==> config.mk <==
export PLATFORM = sky130hd
export DESIGN_NAME = abx_exec_top
export DESIGN_NICKNAME = d
export VERILOG_FILES = /design/src/hdl/abx_pkg.sv /design/src/hdl/abx_alu_if.sv /design/src/hdl/abx_file_mem.sv /design/src/hdl/abx_alu.sv /design/src/hdl/abx_exec_top.sv
export SDC_FILE = /design/constraint.sdc
export NUM_CORES = 2
export LEC_CHECK = 0
export CAP_MARGIN = 20
export CORE_MARGIN = 10
export CORE_UTILIZATION = 45
export CTS_CLUSTER_SIZE = 16
export DETAILED_ROUTE_END_ITERATION = 10
export DONT_BUFFER_PORTS = 1
export PLACE_DENSITY = 0.64
export SKIP_LAST_GASP = 1
export SLEW_MARGIN = 25
export SYNTH_ARGS = -nofsm -noshare
export SYNTH_HDL_FRONTEND = slang
export SYNTH_SLANG_ARGS = --single-unit
==> constraint.sdc <==
create_clock -name core_clk -period 13.9 [get_ports core_clk]
set_clock_uncertainty 0.05 [all_clocks]
set_input_delay 1.39 -clock core_clk [delete_from_list [all_inputs] [get_ports core_clk]]
set_output_delay 1.39 -clock core_clk [all_outputs]
set_load 0.02 [all_outputs]
==> src/hdl/abx_pkg.sv <==
// Package: constants, types and decode for the accumulator and bit-op execution block
package abx_pkg;

	// ****************************************
	// Widths
	// ****************************************
	localparam int DATA_W = 8;
	localparam int FADR_W = 7;
	localparam int OPC_W = 14;
	localparam int WB_ADR_W = 12;
	localparam int FILE_DEPTH_DOC = 128;

	// ****************************************
	// Bus register map (byte addresses)
	// ****************************************
	localparam logic [11:0] ADR_INSTR = 12'h000;
	localparam logic [11:0] ADR_ACC = 12'h004;
	localparam logic [11:0] ADR_STATUS = 12'h008;
	localparam logic [2:0] ADR_FILE_SEL = 3'h1;
	localparam int FILE_IDX_LSB = 2;
	localparam int FILE_IDX_MSB = 8;

	// ****************************************
	// Status register fields
	// ****************************************
	localparam int ST_C = 0;
	localparam int ST_DC = 1;
	localparam int ST_Z = 2;
	localparam int ST_SKIP = 3;
	localparam int ST_ILL = 4;

	// ****************************************
	// Reset values
	// ****************************************
	localparam logic [7:0] ACC_RST = 8'h00;
	localparam logic [13:0] INSTR_RST = 14'h0000;
	localparam logic [7:0] LATCH_RST = 8'h00;

	// ****************************************
	// Opcode fields
	// ****************************************
	localparam int OPC_D_BIT = 7;
	localparam int OPC_B_LSB = 7;
	localparam int OPC_B_MSB = 9;
	localparam int OPC_F_MSB = 6;
	localparam logic [5:0] PAT_ADD_FILE = 6'h07;
	localparam logic [5:0] PAT_AND_FILE = 6'h05;
	localparam logic [5:0] PAT_AND_LIT = 6'h39;
	localparam logic [4:0] PAT_ADD_LIT = 5'h1F;
	localparam logic [3:0] PAT_BIT_CLR = 4'h4;
	localparam logic [3:0] PAT_BIT_SET = 4'h5;
	localparam logic [3:0] PAT_SKIP_ZERO = 4'h6;
	localparam logic [3:0] PAT_SKIP_ONE = 4'h7;

	// ****************************************
	// Types
	// ****************************************
	typedef enum logic [3:0] {
		OP_NONE,
		OP_ADD_LITERAL_TO_ACC,
		OP_ADD_ACC_AND_FILE,
		OP_AND_LITERAL_WITH_ACC,
		OP_AND_ACC_WITH_FILE,
		OP_FILE_BIT_CLEAR,
		OP_FILE_BIT_SET,
		OP_TEST_BIT_SKIP_WHEN_ONE,
		OP_TEST_BIT_SKIP_WHEN_ZERO
	} abx_op_t;

	typedef enum logic [3:0] {
		ST_IDLE = 4'b0001,
		ST_OPRD = 4'b0010,
		ST_BUSRD = 4'b0100,
		ST_ACK = 4'b1000
	} abx_state_t;

	function automatic abx_op_t abx_decode(input logic [13:0] opc);
		abx_op_t op;
		op = OP_NONE;
		if (opc[13:9] == PAT_ADD_LIT) begin
			op = OP_ADD_LITERAL_TO_ACC;
		end else if (opc[13:8] == PAT_AND_LIT) begin
			op = OP_AND_LITERAL_WITH_ACC;
		end else if (opc[13:8] == PAT_ADD_FILE) begin
			op = OP_ADD_ACC_AND_FILE;
		end else if (opc[13:8] == PAT_AND_FILE) begin
			op = OP_AND_ACC_WITH_FILE;
		end else if (opc[13:10] == PAT_BIT_CLR) begin
			op = OP_FILE_BIT_CLEAR;
		end else if (opc[13:10] == PAT_BIT_SET) begin
			op = OP_FILE_BIT_SET;
		end else if (opc[13:10] == PAT_SKIP_ZERO) begin
			op = OP_TEST_BIT_SKIP_WHEN_ZERO;
		end else if (opc[13:10] == PAT_SKIP_ONE) begin
			op = OP_TEST_BIT_SKIP_WHEN_ONE;
		end
		return op;
	endfunction

endpackage

==> src/hdl/abx_alu_if.sv <==
// Interface between the sequencer and the arithmetic unit
`timescale 1ns/1ps
`default_nettype none
interface abx_alu_if;
	abx_pkg::abx_op_t op;
	logic [7:0] acc;
	logic [7:0] opnd;
	logic [7:0] lit;
	logic [2:0] bitsel;
	logic dest_file;
	logic [7:0] result;
	logic c;
	logic dc;
	logic z;
	logic upd_cdc;
	logic upd_z;
	logic wr_acc;
	logic wr_file;
	logic skip;

	modport core (output op, acc, opnd, lit, bitsel, dest_file,
		input result, c, dc, z, upd_cdc, upd_z, wr_acc, wr_file, skip);
	modport alu (input op, acc, opnd, lit, bitsel, dest_file,
		output result, c, dc, z, upd_cdc, upd_z, wr_acc, wr_file, skip);
endinterface
`default_nettype wire

==> src/hdl/abx_file_mem.sv <==
// File register memory with registered read data
`timescale 1ns/1ps
`default_nettype none
module abx_file_mem #(
	parameter int DEPTH = 128,
	parameter int WIDTH = 8,
	parameter int AW = 7
) (
	input wire logic core_clk,
	input wire logic ce,
	input wire logic we,
	input wire logic [AW-1:0] waddr,
	input wire logic [WIDTH-1:0] wdata,
	input wire logic re,
	input wire logic [AW-1:0] raddr,
	output logic [WIDTH-1:0] rdata_r
);
	logic [WIDTH-1:0] mem [DEPTH];

	if (DEPTH > (1 << AW)) begin : g_chk
		$error("abx_file_mem: depth exceeds address range");
	end

	always_ff @(posedge core_clk) begin
		if (ce && we) begin
			mem[waddr] <= wdata;
		end
	end

	always_ff @(posedge core_clk) begin
		if (ce && re) begin
			rdata_r <= mem[raddr];
		end
	end
endmodule // abx_file_mem
`default_nettype wire

==> src/hdl/abx_alu.sv <==
// Arithmetic, logic and bit unit for the eight supported instructions
`timescale 1ns/1ps
`default_nettype none
module abx_alu (
	abx_alu_if.alu a
);
	logic [8:0] sum;
	logic [4:0] low_sum;
	logic [7:0] mask;
	logic tbit;

	always_comb begin
		sum = {1'b0, a.acc} + {1'b0, a.opnd};
		low_sum = {1'b0, a.acc[3:0]} + {1'b0, a.opnd[3:0]};
		if (a.op == abx_pkg::OP_ADD_LITERAL_TO_ACC) begin
			sum = {1'b0, a.acc} + {1'b0, a.lit};
			low_sum = {1'b0, a.acc[3:0]} + {1'b0, a.lit[3:0]};
		end
		mask = 8'h01 << a.bitsel;
		tbit = a.opnd[a.bitsel];
		a.result = 8'h00;
		a.upd_cdc = 1'b0;
		a.upd_z = 1'b0;
		a.wr_acc = 1'b0;
		a.wr_file = 1'b0;
		a.skip = 1'b0;
		unique case (a.op)
			abx_pkg::OP_ADD_LITERAL_TO_ACC: begin
				a.result = sum[7:0];
				a.upd_cdc = 1'b1;
				a.upd_z = 1'b1;
				a.wr_acc = 1'b1;
			end
			abx_pkg::OP_ADD_ACC_AND_FILE: begin
				a.result = sum[7:0];
				a.upd_cdc = 1'b1;
				a.upd_z = 1'b1;
				a.wr_acc = !a.dest_file;
				a.wr_file = a.dest_file;
			end
			abx_pkg::OP_AND_LITERAL_WITH_ACC: begin
				a.result = a.acc & a.lit;
				a.upd_z = 1'b1;
				a.wr_acc = 1'b1;
			end
			abx_pkg::OP_AND_ACC_WITH_FILE: begin
				a.result = a.acc & a.opnd;
				a.upd_z = 1'b1;
				a.wr_acc = !a.dest_file;
				a.wr_file = a.dest_file;
			end
			abx_pkg::OP_FILE_BIT_CLEAR: begin
				a.result = a.opnd & ~mask;
				a.wr_file = 1'b1;
			end
			abx_pkg::OP_FILE_BIT_SET: begin
				a.result = a.opnd | mask;
				a.wr_file = 1'b1;
			end
			abx_pkg::OP_TEST_BIT_SKIP_WHEN_ONE: begin
				a.skip = tbit;
			end
			abx_pkg::OP_TEST_BIT_SKIP_WHEN_ZERO: begin
				a.skip = !tbit;
			end
			abx_pkg::OP_NONE: begin
				a.result = 8'h00;
			end
		endcase
	end

	assign a.c = sum[8];
	assign a.dc = low_sum[4];
	assign a.z = (a.result == 8'h00);
endmodule // abx_alu
`default_nettype wire

==> src/hdl/abx_exec_top.sv <==
// Top of the accumulator and bit-op execution block with a Wishbone register slave
// Notes on behaviour
// - Literal add: acc plus 8-bit literal into acc, updates carry, digit carry, zero.
// - File add: acc plus file f (0..127) to acc if d=0, to f if d=1.
// - Literal AND: acc AND literal into acc, only zero flag changes.
// - File AND: acc AND f to acc or f by d, only zero flag changes.
// - Bit clear: bit b of f forced to zero, flags and other bits kept.
// - Bit set: bit b of f forced to one, flags and other bits kept.
// - Skip when one: bit set discards next instruction as a no-op, two cycles.
// - Skip when zero: bit clear discards next instruction as a no-op, two cycles.
// - Bit tests change no flag and no register, only the skip.
// - Port register operands are read from the pins, not the output latch.
// - Destination bit 0 targets the accumulator, 1 targets file register f.
//
// The implementer's own choices: the Wishbone register port and the register offsets.
`timescale 1ns/1ps
`default_nettype none
module abx_exec_top #(
	parameter int FILE_DEPTH = 128,
	parameter logic [6:0] PORT_ADDR = 7'h06
) (
	input wire logic core_clk,
	input wire logic srst,
	input wire logic ce,
	input wire logic wb_cyc,
	input wire logic wb_stb,
	input wire logic wb_we,
	input wire logic [11:0] wb_adr,
	input wire logic [3:0] wb_sel,
	input wire logic [31:0] wb_dat_w,
	output logic [31:0] wb_dat_r,
	output logic wb_ack,
	input wire logic [7:0] port_pins,
	output logic [7:0] port_latch
);

	// ****************************************
	// Parameter check
	// ****************************************
	if (FILE_DEPTH != abx_pkg::FILE_DEPTH_DOC || int'(PORT_ADDR) >= FILE_DEPTH) begin : g_chk
		$error("abx_exec_top: file depth must be 128 and port address inside it");
	end

	// ****************************************
	// Declarations
	// ****************************************
	abx_pkg::abx_state_t state_r, state_nxt;
	abx_pkg::abx_op_t op;
	logic [7:0] acc_r;
	logic flag_c_r;
	logic flag_dc_r;
	logic flag_z_r;
	logic skip_r;
	logic ill_r;
	logic [13:0] instr_r;
	logic [13:0] instr_new;
	logic [13:0] cur_opc;
	logic [7:0] port_latch_r;
	logic [31:0] dat_r_r;
	logic [31:0] rd_val;
	logic req;
	logic adr_instr;
	logic adr_acc;
	logic adr_status;
	logic adr_file;
	logic [6:0] bus_fidx;
	logic instr_go;
	logic needs_file;
	logic exec_now;
	logic mem_we;
	logic [6:0] mem_waddr;
	logic [7:0] mem_wdata;
	logic mem_re;
	logic [6:0] mem_raddr;
	logic [7:0] mem_rdata;
	logic [7:0] opnd;
	logic [7:0] bus_file_val;

	abx_alu_if alu_bus ();

	// ****************************************
	// Address decode and request qualification
	// ****************************************
	assign req = wb_cyc && wb_stb && (state_r == abx_pkg::ST_IDLE);
	assign adr_instr = (wb_adr == abx_pkg::ADR_INSTR);
	assign adr_acc = (wb_adr == abx_pkg::ADR_ACC);
	assign adr_status = (wb_adr == abx_pkg::ADR_STATUS);
	assign adr_file = (wb_adr[11:9] == abx_pkg::ADR_FILE_SEL) && (wb_adr[1:0] == 2'h0);
	assign bus_fidx = wb_adr[abx_pkg::FILE_IDX_MSB:abx_pkg::FILE_IDX_LSB];

	// Lane-merged opcode for a write to the instruction register
	assign instr_new = {wb_sel[1] ? wb_dat_w[13:8] : instr_r[13:8],
		wb_sel[0] ? wb_dat_w[7:0] : instr_r[7:0]};
	assign instr_go = req && wb_we && adr_instr && (wb_sel[1:0] != 2'h0);

	// ****************************************
	// Decode and execution timing
	// ****************************************
	assign cur_opc = (state_r == abx_pkg::ST_OPRD) ? instr_r : instr_new;
	assign op = abx_pkg::abx_decode(cur_opc);
	assign needs_file = (op != abx_pkg::OP_NONE) &&
		(op != abx_pkg::OP_ADD_LITERAL_TO_ACC) &&
		(op != abx_pkg::OP_AND_LITERAL_WITH_ACC);

	assign exec_now = (instr_go && !skip_r && !needs_file) || (state_r == abx_pkg::ST_OPRD);

	assign opnd = (instr_r[abx_pkg::OPC_F_MSB:0] == PORT_ADDR) ? port_pins : mem_rdata;
	assign bus_file_val = (bus_fidx == PORT_ADDR) ? port_pins : mem_rdata;

	// ****************************************
	// Arithmetic unit hookup
	// ****************************************
	assign alu_bus.op = exec_now ? op : abx_pkg::OP_NONE;
	assign alu_bus.acc = acc_r;
	assign alu_bus.opnd = opnd;
	assign alu_bus.lit = cur_opc[7:0];
	assign alu_bus.bitsel = cur_opc[abx_pkg::OPC_B_MSB:abx_pkg::OPC_B_LSB];
	assign alu_bus.dest_file = cur_opc[abx_pkg::OPC_D_BIT];

	abx_alu u_alu (
		.a(alu_bus.alu)
	);

	// ****************************************
	// File register memory
	// ****************************************
	assign mem_we = (exec_now && alu_bus.wr_file) ||
		(req && wb_we && adr_file && wb_sel[0]);
	assign mem_waddr = exec_now ? instr_r[abx_pkg::OPC_F_MSB:0] : bus_fidx;
	assign mem_wdata = exec_now ? alu_bus.result : wb_dat_w[7:0];
	assign mem_re = req && ((instr_go && !skip_r && needs_file) || (!wb_we && adr_file));
	assign mem_raddr = instr_go ? instr_new[abx_pkg::OPC_F_MSB:0] : bus_fidx;

	abx_file_mem #(
		.DEPTH(FILE_DEPTH),
		.WIDTH(abx_pkg::DATA_W),
		.AW(abx_pkg::FADR_W)
	) u_mem (
		.core_clk(core_clk),
		.ce(ce),
		.we(mem_we),
		.waddr(mem_waddr),
		.wdata(mem_wdata),
		.re(mem_re),
		.raddr(mem_raddr),
		.rdata_r(mem_rdata)
	);

	// ****************************************
	// Sequencer
	// ****************************************
	always_comb begin
		state_nxt = state_r;
		unique case (state_r)
			abx_pkg::ST_IDLE: begin
				if (req) begin
					if (mem_re && instr_go) begin
						state_nxt = abx_pkg::ST_OPRD;
					end else if (mem_re) begin
						state_nxt = abx_pkg::ST_BUSRD;
					end else begin
						state_nxt = abx_pkg::ST_ACK;
					end
				end
			end
			abx_pkg::ST_OPRD: begin
				state_nxt = abx_pkg::ST_ACK;
			end
			abx_pkg::ST_BUSRD: begin
				state_nxt = abx_pkg::ST_ACK;
			end
			abx_pkg::ST_ACK: begin
				state_nxt = abx_pkg::ST_IDLE;
			end
			default: begin
				state_nxt = abx_pkg::ST_IDLE;
			end
		endcase
	end

	always_ff @(posedge core_clk) begin
		if (srst) begin
			state_r <= abx_pkg::ST_IDLE;
		end else if (ce) begin
			state_r <= state_nxt;
		end
	end

	assign wb_ack = (state_r == abx_pkg::ST_ACK);

	// ****************************************
	// Instruction register
	// ****************************************
	always_ff @(posedge core_clk) begin
		if (srst) begin
			instr_r <= abx_pkg::INSTR_RST;
		end else if (ce && instr_go) begin
			instr_r <= instr_new;
		end
	end

	// ****************************************
	// Accumulator
	// ****************************************
	always_ff @(posedge core_clk) begin
		if (srst) begin
			acc_r <= abx_pkg::ACC_RST;
		end else if (ce) begin
			if (exec_now && alu_bus.wr_acc) begin
				acc_r <= alu_bus.result;
			end else if (req && wb_we && adr_acc && wb_sel[0]) begin
				acc_r <= wb_dat_w[7:0];
			end
		end
	end

	// ****************************************
	// Status flags
	// ****************************************
	// tests leave flags alone
	always_ff @(posedge core_clk) begin
		if (srst) begin
			flag_c_r <= 1'b0;
			flag_dc_r <= 1'b0;
			flag_z_r <= 1'b0;
		end else if (ce) begin
			if (exec_now && alu_bus.upd_cdc) begin
				flag_c_r <= alu_bus.c;
				flag_dc_r <= alu_bus.dc;
			end else if (req && wb_we && adr_status && wb_sel[0]) begin
				flag_c_r <= wb_dat_w[abx_pkg::ST_C];
				flag_dc_r <= wb_dat_w[abx_pkg::ST_DC];
			end
			if (exec_now && alu_bus.upd_z) begin
				flag_z_r <= alu_bus.z;
			end else if (req && wb_we && adr_status && wb_sel[0]) begin
				flag_z_r <= wb_dat_w[abx_pkg::ST_Z];
			end
		end
	end

	// Unsupported opcode marker, write one to clear, a new event wins
	always_ff @(posedge core_clk) begin
		if (srst) begin
			ill_r <= 1'b0;
		end else if (ce) begin
			if (instr_go && !skip_r && op == abx_pkg::OP_NONE) begin
				ill_r <= 1'b1;
			end else if (req && wb_we && adr_status && wb_sel[0] && wb_dat_w[abx_pkg::ST_ILL]) begin
				ill_r <= 1'b0;
			end
		end
	end

	// ****************************************
	// Skip of the following instruction
	// ****************************************
	// discard next instruction
	always_ff @(posedge core_clk) begin
		if (srst) begin
			skip_r <= 1'b0;
		end else if (ce) begin
			if (exec_now && alu_bus.skip) begin
				skip_r <= 1'b1;
			end else if (instr_go && skip_r) begin
				skip_r <= 1'b0;
			end
		end
	end

	// ****************************************
	// Port output latch
	// ****************************************
	always_ff @(posedge core_clk) begin
		if (srst) begin
			port_latch_r <= abx_pkg::LATCH_RST;
		end else if (ce && mem_we && mem_waddr == PORT_ADDR) begin
			port_latch_r <= mem_wdata;
		end
	end

	assign port_latch = port_latch_r;

	// ****************************************
	// Read data
	// ****************************************
	always_comb begin
		rd_val = 32'h00000000;
		if (state_r == abx_pkg::ST_BUSRD) begin
			rd_val[7:0] = bus_file_val;
		end else if (adr_instr) begin
			rd_val[13:0] = instr_r;
		end else if (adr_acc) begin
			rd_val[7:0] = acc_r;
		end else if (adr_status) begin
			rd_val[abx_pkg::ST_C] = flag_c_r;
			rd_val[abx_pkg::ST_DC] = flag_dc_r;
			rd_val[abx_pkg::ST_Z] = flag_z_r;
			rd_val[abx_pkg::ST_SKIP] = skip_r;
			rd_val[abx_pkg::ST_ILL] = ill_r;
		end
	end

	always_ff @(posedge core_clk) begin
		if (srst) begin
			dat_r_r <= 32'h00000000;
		end else if (ce && state_nxt == abx_pkg::ST_ACK && !wb_we) begin
			dat_r_r <= rd_val;
		end
	end

	assign wb_dat_r = dat_r_r;

endmodule // abx_exec_top
`default_nettype wire

==> run_summary.xml <==
<?xml version="1.0" encoding="UTF-8"?>
<metrics>
  <group name="synth">
    <metric name="seq_area_frac_synth" unit="%">69.83</metric>
    <metric name="synth_flop_cell" unit="">sky130_fd_sc_hd__edfxtp_1</metric>
    <metric name="synthArstFlopShare" unit="%">0</metric>
    <metric name="synth_edf_count" unit="">1032</metric>
    <metric name="post_synth_inst_count" unit="">3755</metric>
    <metric name="yosys_register_bits" unit="">1085</metric>
    <metric name="postSynthAreaPerCell" unit="um^2">12.22</metric>
    <metric name="ys_types" unit="">85</metric>
    <metric name="post_synthesis_cell_area" unit="um^2">45900</metric>
    <metric name="synth_warnings" unit="">0</metric>
  </group>
  <group name="timing">
    <metric name="worstMarginPinSlew" unit="ps">1156</metric>
    <metric name="tns" unit="ps">0</metric>
    <metric name="fmax" unit="MHz">129.3</metric>
    <metric name="grt_setup_unrepaired" unit="">false</metric>
    <metric name="fin_crit" unit="ps">7733</metric>
    <metric name="hold_violations" unit="">0</metric>
    <metric name="period_share" unit="%">55.63</metric>
    <metric name="setup_viol_count_final" unit="">0</metric>
    <metric name="fin_worst_hold_slack" unit="ps">433.2</metric>
    <metric name="max-slew-margin-rel" unit="%">20.96</metric>
    <metric name="timing.final.max_slew_violations" unit="">0</metric>
  </group>
  <group name="die">
    <metric name="core" unit="um^2">101600</metric>
    <metric name="rows" unit="">117</metric>
    <metric name="die_w" unit="um">339.4</metric>
    <metric name="top_level_ports" unit="">103</metric>
    <metric name="die-area" unit="um^2">115200</metric>
    <metric name="floorplan.initialDensity" unit="%">45.18</metric>
    <metric name="fp.dieH" unit="um">339.4</metric>
  </group>
  <group name="worst_setup_path">
    <metric name="critical_path.startpoint_type" unit="">input port</metric>
    <metric name="worstPathRequired" unit="ps">14480</metric>
    <metric name="buffers_and_inverters_on_the_worst_path" unit="">1</metric>
    <metric name="critical-path-max-stage-delay" unit="ps">740</metric>
    <metric name="rr_endpoint" unit="">port_latch[7]</metric>
    <metric name="critical_path.slowest_cell" unit="">sky130_fd_sc_hd__mux2_4</metric>
    <metric name="critPathCapture" unit="">port_latch[7]</metric>
    <metric name="timing.setup.critical_path_class" unit="">in -&gt; reg</metric>
    <metric name="crit_chain" unit="">nor4_1 -&gt; and4bb_2 -&gt; nand4b_1 -&gt; nor2_1 -&gt; o21ai_1 -&gt; nor2_1 -&gt; mux2i_1 -&gt; ha_1 -&gt; a21o_1 -&gt; a21oi_1 -&gt; nor2b_1 -&gt; o21a_1 -&gt; o41ai_1 -&gt; xor2_1 -&gt; o21ai_0 -&gt; mux2_4 -&gt; buf_4 -&gt; mux2i_1 -&gt; nor2_1</metric>
    <metric name="r2r_cells" unit="">19</metric>
    <metric name="cp.depth" unit="">19</metric>
    <metric name="maximum_fanout_encountered_on_the_critical_timing_path" unit="">65</metric>
    <metric name="worstReg2RegStart" unit="">state_r[2]</metric>
    <metric name="cp_top_family" unit="">simple AND/OR/NAND/NOR gates</metric>
    <metric name="critical_path.most_common_cell" unit="">sky130_fd_sc_hd__nor2_1</metric>
    <metric name="r2r_slack" unit="ps">6870</metric>
    <metric name="critical_path.endpoint_type" unit="">flop</metric>
    <metric name="crit_start" unit="">wb_adr[1]</metric>
    <metric name="critPathArrivalTime" unit="ps">8320</metric>
  </group>
  <group name="place">
    <metric name="buffer_ports.inserted" unit="">0</metric>
    <metric name="numPlacedInstances" unit="">4934</metric>
    <metric name="detailed_place_hpwl" unit="mm">77.50</metric>
    <metric name="gp_routability_congestion" unit="">0.9083</metric>
  </group>
  <group name="clock_tree">
    <metric name="cts.reportedPaths.clkPinSlew" unit="ps">60</metric>
    <metric name="cts_post_setup_buffers_inserted" unit="">0</metric>
    <metric name="clk_path_buf_depth" unit="">3</metric>
    <metric name="cts-buffers-inserted" unit="">108</metric>
    <metric name="cts-hold-fix-buffers" unit="">0</metric>
    <metric name="cts_tree" unit="">built</metric>
    <metric name="insertion_delay" unit="ps">730</metric>
    <metric name="cts_max_level" unit="">3</metric>
    <metric name="cts.sinks" unit="">1085</metric>
    <metric name="ctsRootBufferMaster" unit="">sky130_fd_sc_hd__clkbuf_16</metric>
    <metric name="cts_repair_resize_count" unit="">0</metric>
  </group>
  <group name="drt">
    <metric name="drtIter0Drc" unit="">3571</metric>
    <metric name="drc" unit="">0</metric>
    <metric name="detailroute.via_count" unit="">30950</metric>
    <metric name="route.detailed.vias_per_inst" unit="">6.026</metric>
    <metric name="wirelength" unit="mm">129.8</metric>
    <metric name="drtPass1Iterations" unit="">5</metric>
    <metric name="wl_cell" unit="um">25.27</metric>
    <metric name="detail-route-antenna-nets" unit="">0</metric>
  </group>
  <group name="grt">
    <metric name="first_pass_grt_wire_length" unit="mm">191.8</metric>
    <metric name="grt_antenna_before_repair" unit="">4</metric>
    <metric name="maximum_number_of_pins_on_one_net_before_global_route_repair" unit="">166</metric>
    <metric name="global_route.peak_usage_layer" unit="">met2</metric>
    <metric name="gr-usage-all-layers" unit="%">21.69</metric>
    <metric name="gr-usage-met1" unit="%">30.06</metric>
    <metric name="use_met3" unit="%">4.085</metric>
    <metric name="overflow" unit="">0</metric>
    <metric name="gr-usage-met2" unit="%">34.17</metric>
    <metric name="first_global_vias" unit="">28950</metric>
  </group>
  <group name="job">
    <metric name="cap_viol_max_count" unit="">0</metric>
  </group>
  <group name="layout">
    <metric name="layout_common_cells" unit="">sky130_fd_sc_hd__edfxtp_1 (1032), sky130_fd_sc_hd__nand2_1 (869), sky130_fd_sc_hd__nand3_1 (297)</metric>
    <metric name="flow.area_growth_from_synthesis" unit="%">10.76</metric>
    <metric name="final_util" unit="%">50.04</metric>
    <metric name="layout-drive-gt1-share" unit="%">7.915</metric>
    <metric name="non_filler_instance_count_after_layout" unit="">5136</metric>
    <metric name="final_common_cell" unit="">sky130_fd_sc_hd__edfxtp_1</metric>
    <metric name="final_nets" unit="">3748</metric>
  </group>
  <group name="pwr">
    <metric name="static-leakage-power" unit="nW">16.92</metric>
    <metric name="power.total" unit="mW">6.864</metric>
    <metric name="vdd.ir_drop.worst" unit="uV">95.66</metric>
    <metric name="pwr_density_cell" unit="nW/um^2">135.0</metric>
  </group>
  <group name="min_path">
    <metric name="min_path_type" unit="">reg -&gt; reg</metric>
  </group>
  <group name="outcome">
    <metric name="run_status" unit="">complete, no violations</metric>
  </group>
</metrics>
==> logic make-up (layout without fill, tap and decap cells) <==
kind of cell,count (synthesis),after routing,synth area share (%)
AO/OA/AOI/OAI,636,636,8.963
XOR/XNOR,7,7,0.1336
adder cells (fa/ha/maj),9,9,0.2617
buffers and inverters,296,289,2.661
flip-flops,1085,1085,69.83
multiplexers,145,145,3.209
other,1,21,0.008170
AND/OR/NAND/NOR,1576,1576,14.93
==> cell usage after synthesis (12+ instances only) <==
cell type | n | area (um^2)
sky130_fd_sc_hd__a211oi_1 | 36 | 270.3
sky130_fd_sc_hd__and3_1 | 45 | 281.5
sky130_fd_sc_hd__a2111oi_0 | 12 | 105.1
sky130_fd_sc_hd__nor3_1 | 38 | 190.2
sky130_fd_sc_hd__o21ai_0 | 53 | 265.3
sky130_fd_sc_hd__o221ai_1 | 19 | 166.4
sky130_fd_sc_hd__mux2i_1 | 128 | 1281
sky130_fd_sc_hd__a31oi_1 | 98 | 613.1
sky130_fd_sc_hd__nand3_1 | 297 | 1486
sky130_fd_sc_hd__clkbuf_1 | 186 | 698.2
sky130_fd_sc_hd__buf_4 | 19 | 142.6
sky130_fd_sc_hd__a32oi_1 | 34 | 297.8
sky130_fd_sc_hd__or2_2 | 18 | 112.6
sky130_fd_sc_hd__a311oi_1 | 13 | 113.9
sky130_fd_sc_hd__inv_1 | 17 | 63.81
sky130_fd_sc_hd__nand2_1 | 872 | 3273
sky130_fd_sc_hd__buf_2 | 19 | 95.09
sky130_fd_sc_hd__a22oi_1 | 15 | 112.6
sky130_fd_sc_hd__a21oi_1 | 238 | 1191
sky130_fd_sc_hd__o22ai_1 | 15 | 93.84
sky130_fd_sc_hd__a21boi_0 | 25 | 187.7
sky130_fd_sc_hd__mux2_2 | 17 | 191.4
sky130_fd_sc_hd__nor2_1 | 205 | 769.5
sky130_fd_sc_hd__dfxtp_1 | 53 | 1061
sky130_fd_sc_hd__nor4_1 | 14 | 87.58
sky130_fd_sc_hd__nor2b_1 | 15 | 93.84
sky130_fd_sc_hd__edfxtp_1 | 1032 | 30990
sky130_fd_sc_hd__buf_1 | 53 | 198.9
==> per-layer routing <==
metal | part of all wire (%) | up-vias
met1 | 41 | 15400
met5 | 0.031 | -
met2 | 47 | 1570
met4 | 2.8 | 6
li1 | - | 13740
met3 | 9.2 | 236
==> cell type report <==
type / count / area, um^2
timing repair buffer: 74 / 616.8
fill: 8765 / 50760
clock inverter: 67 / 636.9
antenna: 3 / 7.507
sequential: 1085 / 32050
clock buffer: 131 / 2850
multi-input combinational: 2391 / 12900
tap: 1368 / 1712
inverter: 17 / 63.81
==> worst min-delay path: stages (launching register included) <==
cell                      delay, ps
sky130_fd_sc_hd__dfxtp_1        310
sky130_fd_sc_hd__o21ai_0         70
sky130_fd_sc_hd__a21oi_1         60
==> power by group <==
part,internal (mW),switching [mW]
Combinational,0.0924,0.283
Sequential,3.58,0.00198
Clock,1.65,1.26
==> metrics by stage <==
step,worst slack (ps),area [um^2]
global route,5654,50830
finish,6167,50840
CTS,6328,50800
detailed placement,5621,47310
floorplan,5677,45960
global placement,5787,47270
==> state kept, by name (all words and copies together), names as in the netlist <==
register,flops
acc_r,8
flag_c_r,1
flag_dc_r,1
flag_z_r,1
ill_r,1
instr_r,14
port_latch,8
skip_r,1
state_r,4
u_mem.mem,1024
u_mem.rdata_r,8
wb_dat_r,14
==> worst min-delay path by stage <==
stage                     slack (ps)   from  depth (start not counted)    end
after floorplan                  400  ill_r                          2  ill_r
after global routing             450  ill_r                          2  ill_r
final                            430  ill_r                          2  ill_r
after detailed placement         420  ill_r                          2  ill_r
after global placement           410  ill_r                          2  ill_r
after CTS                        430  ill_r                          2  ill_r
(Power assumes the default switching activity.)
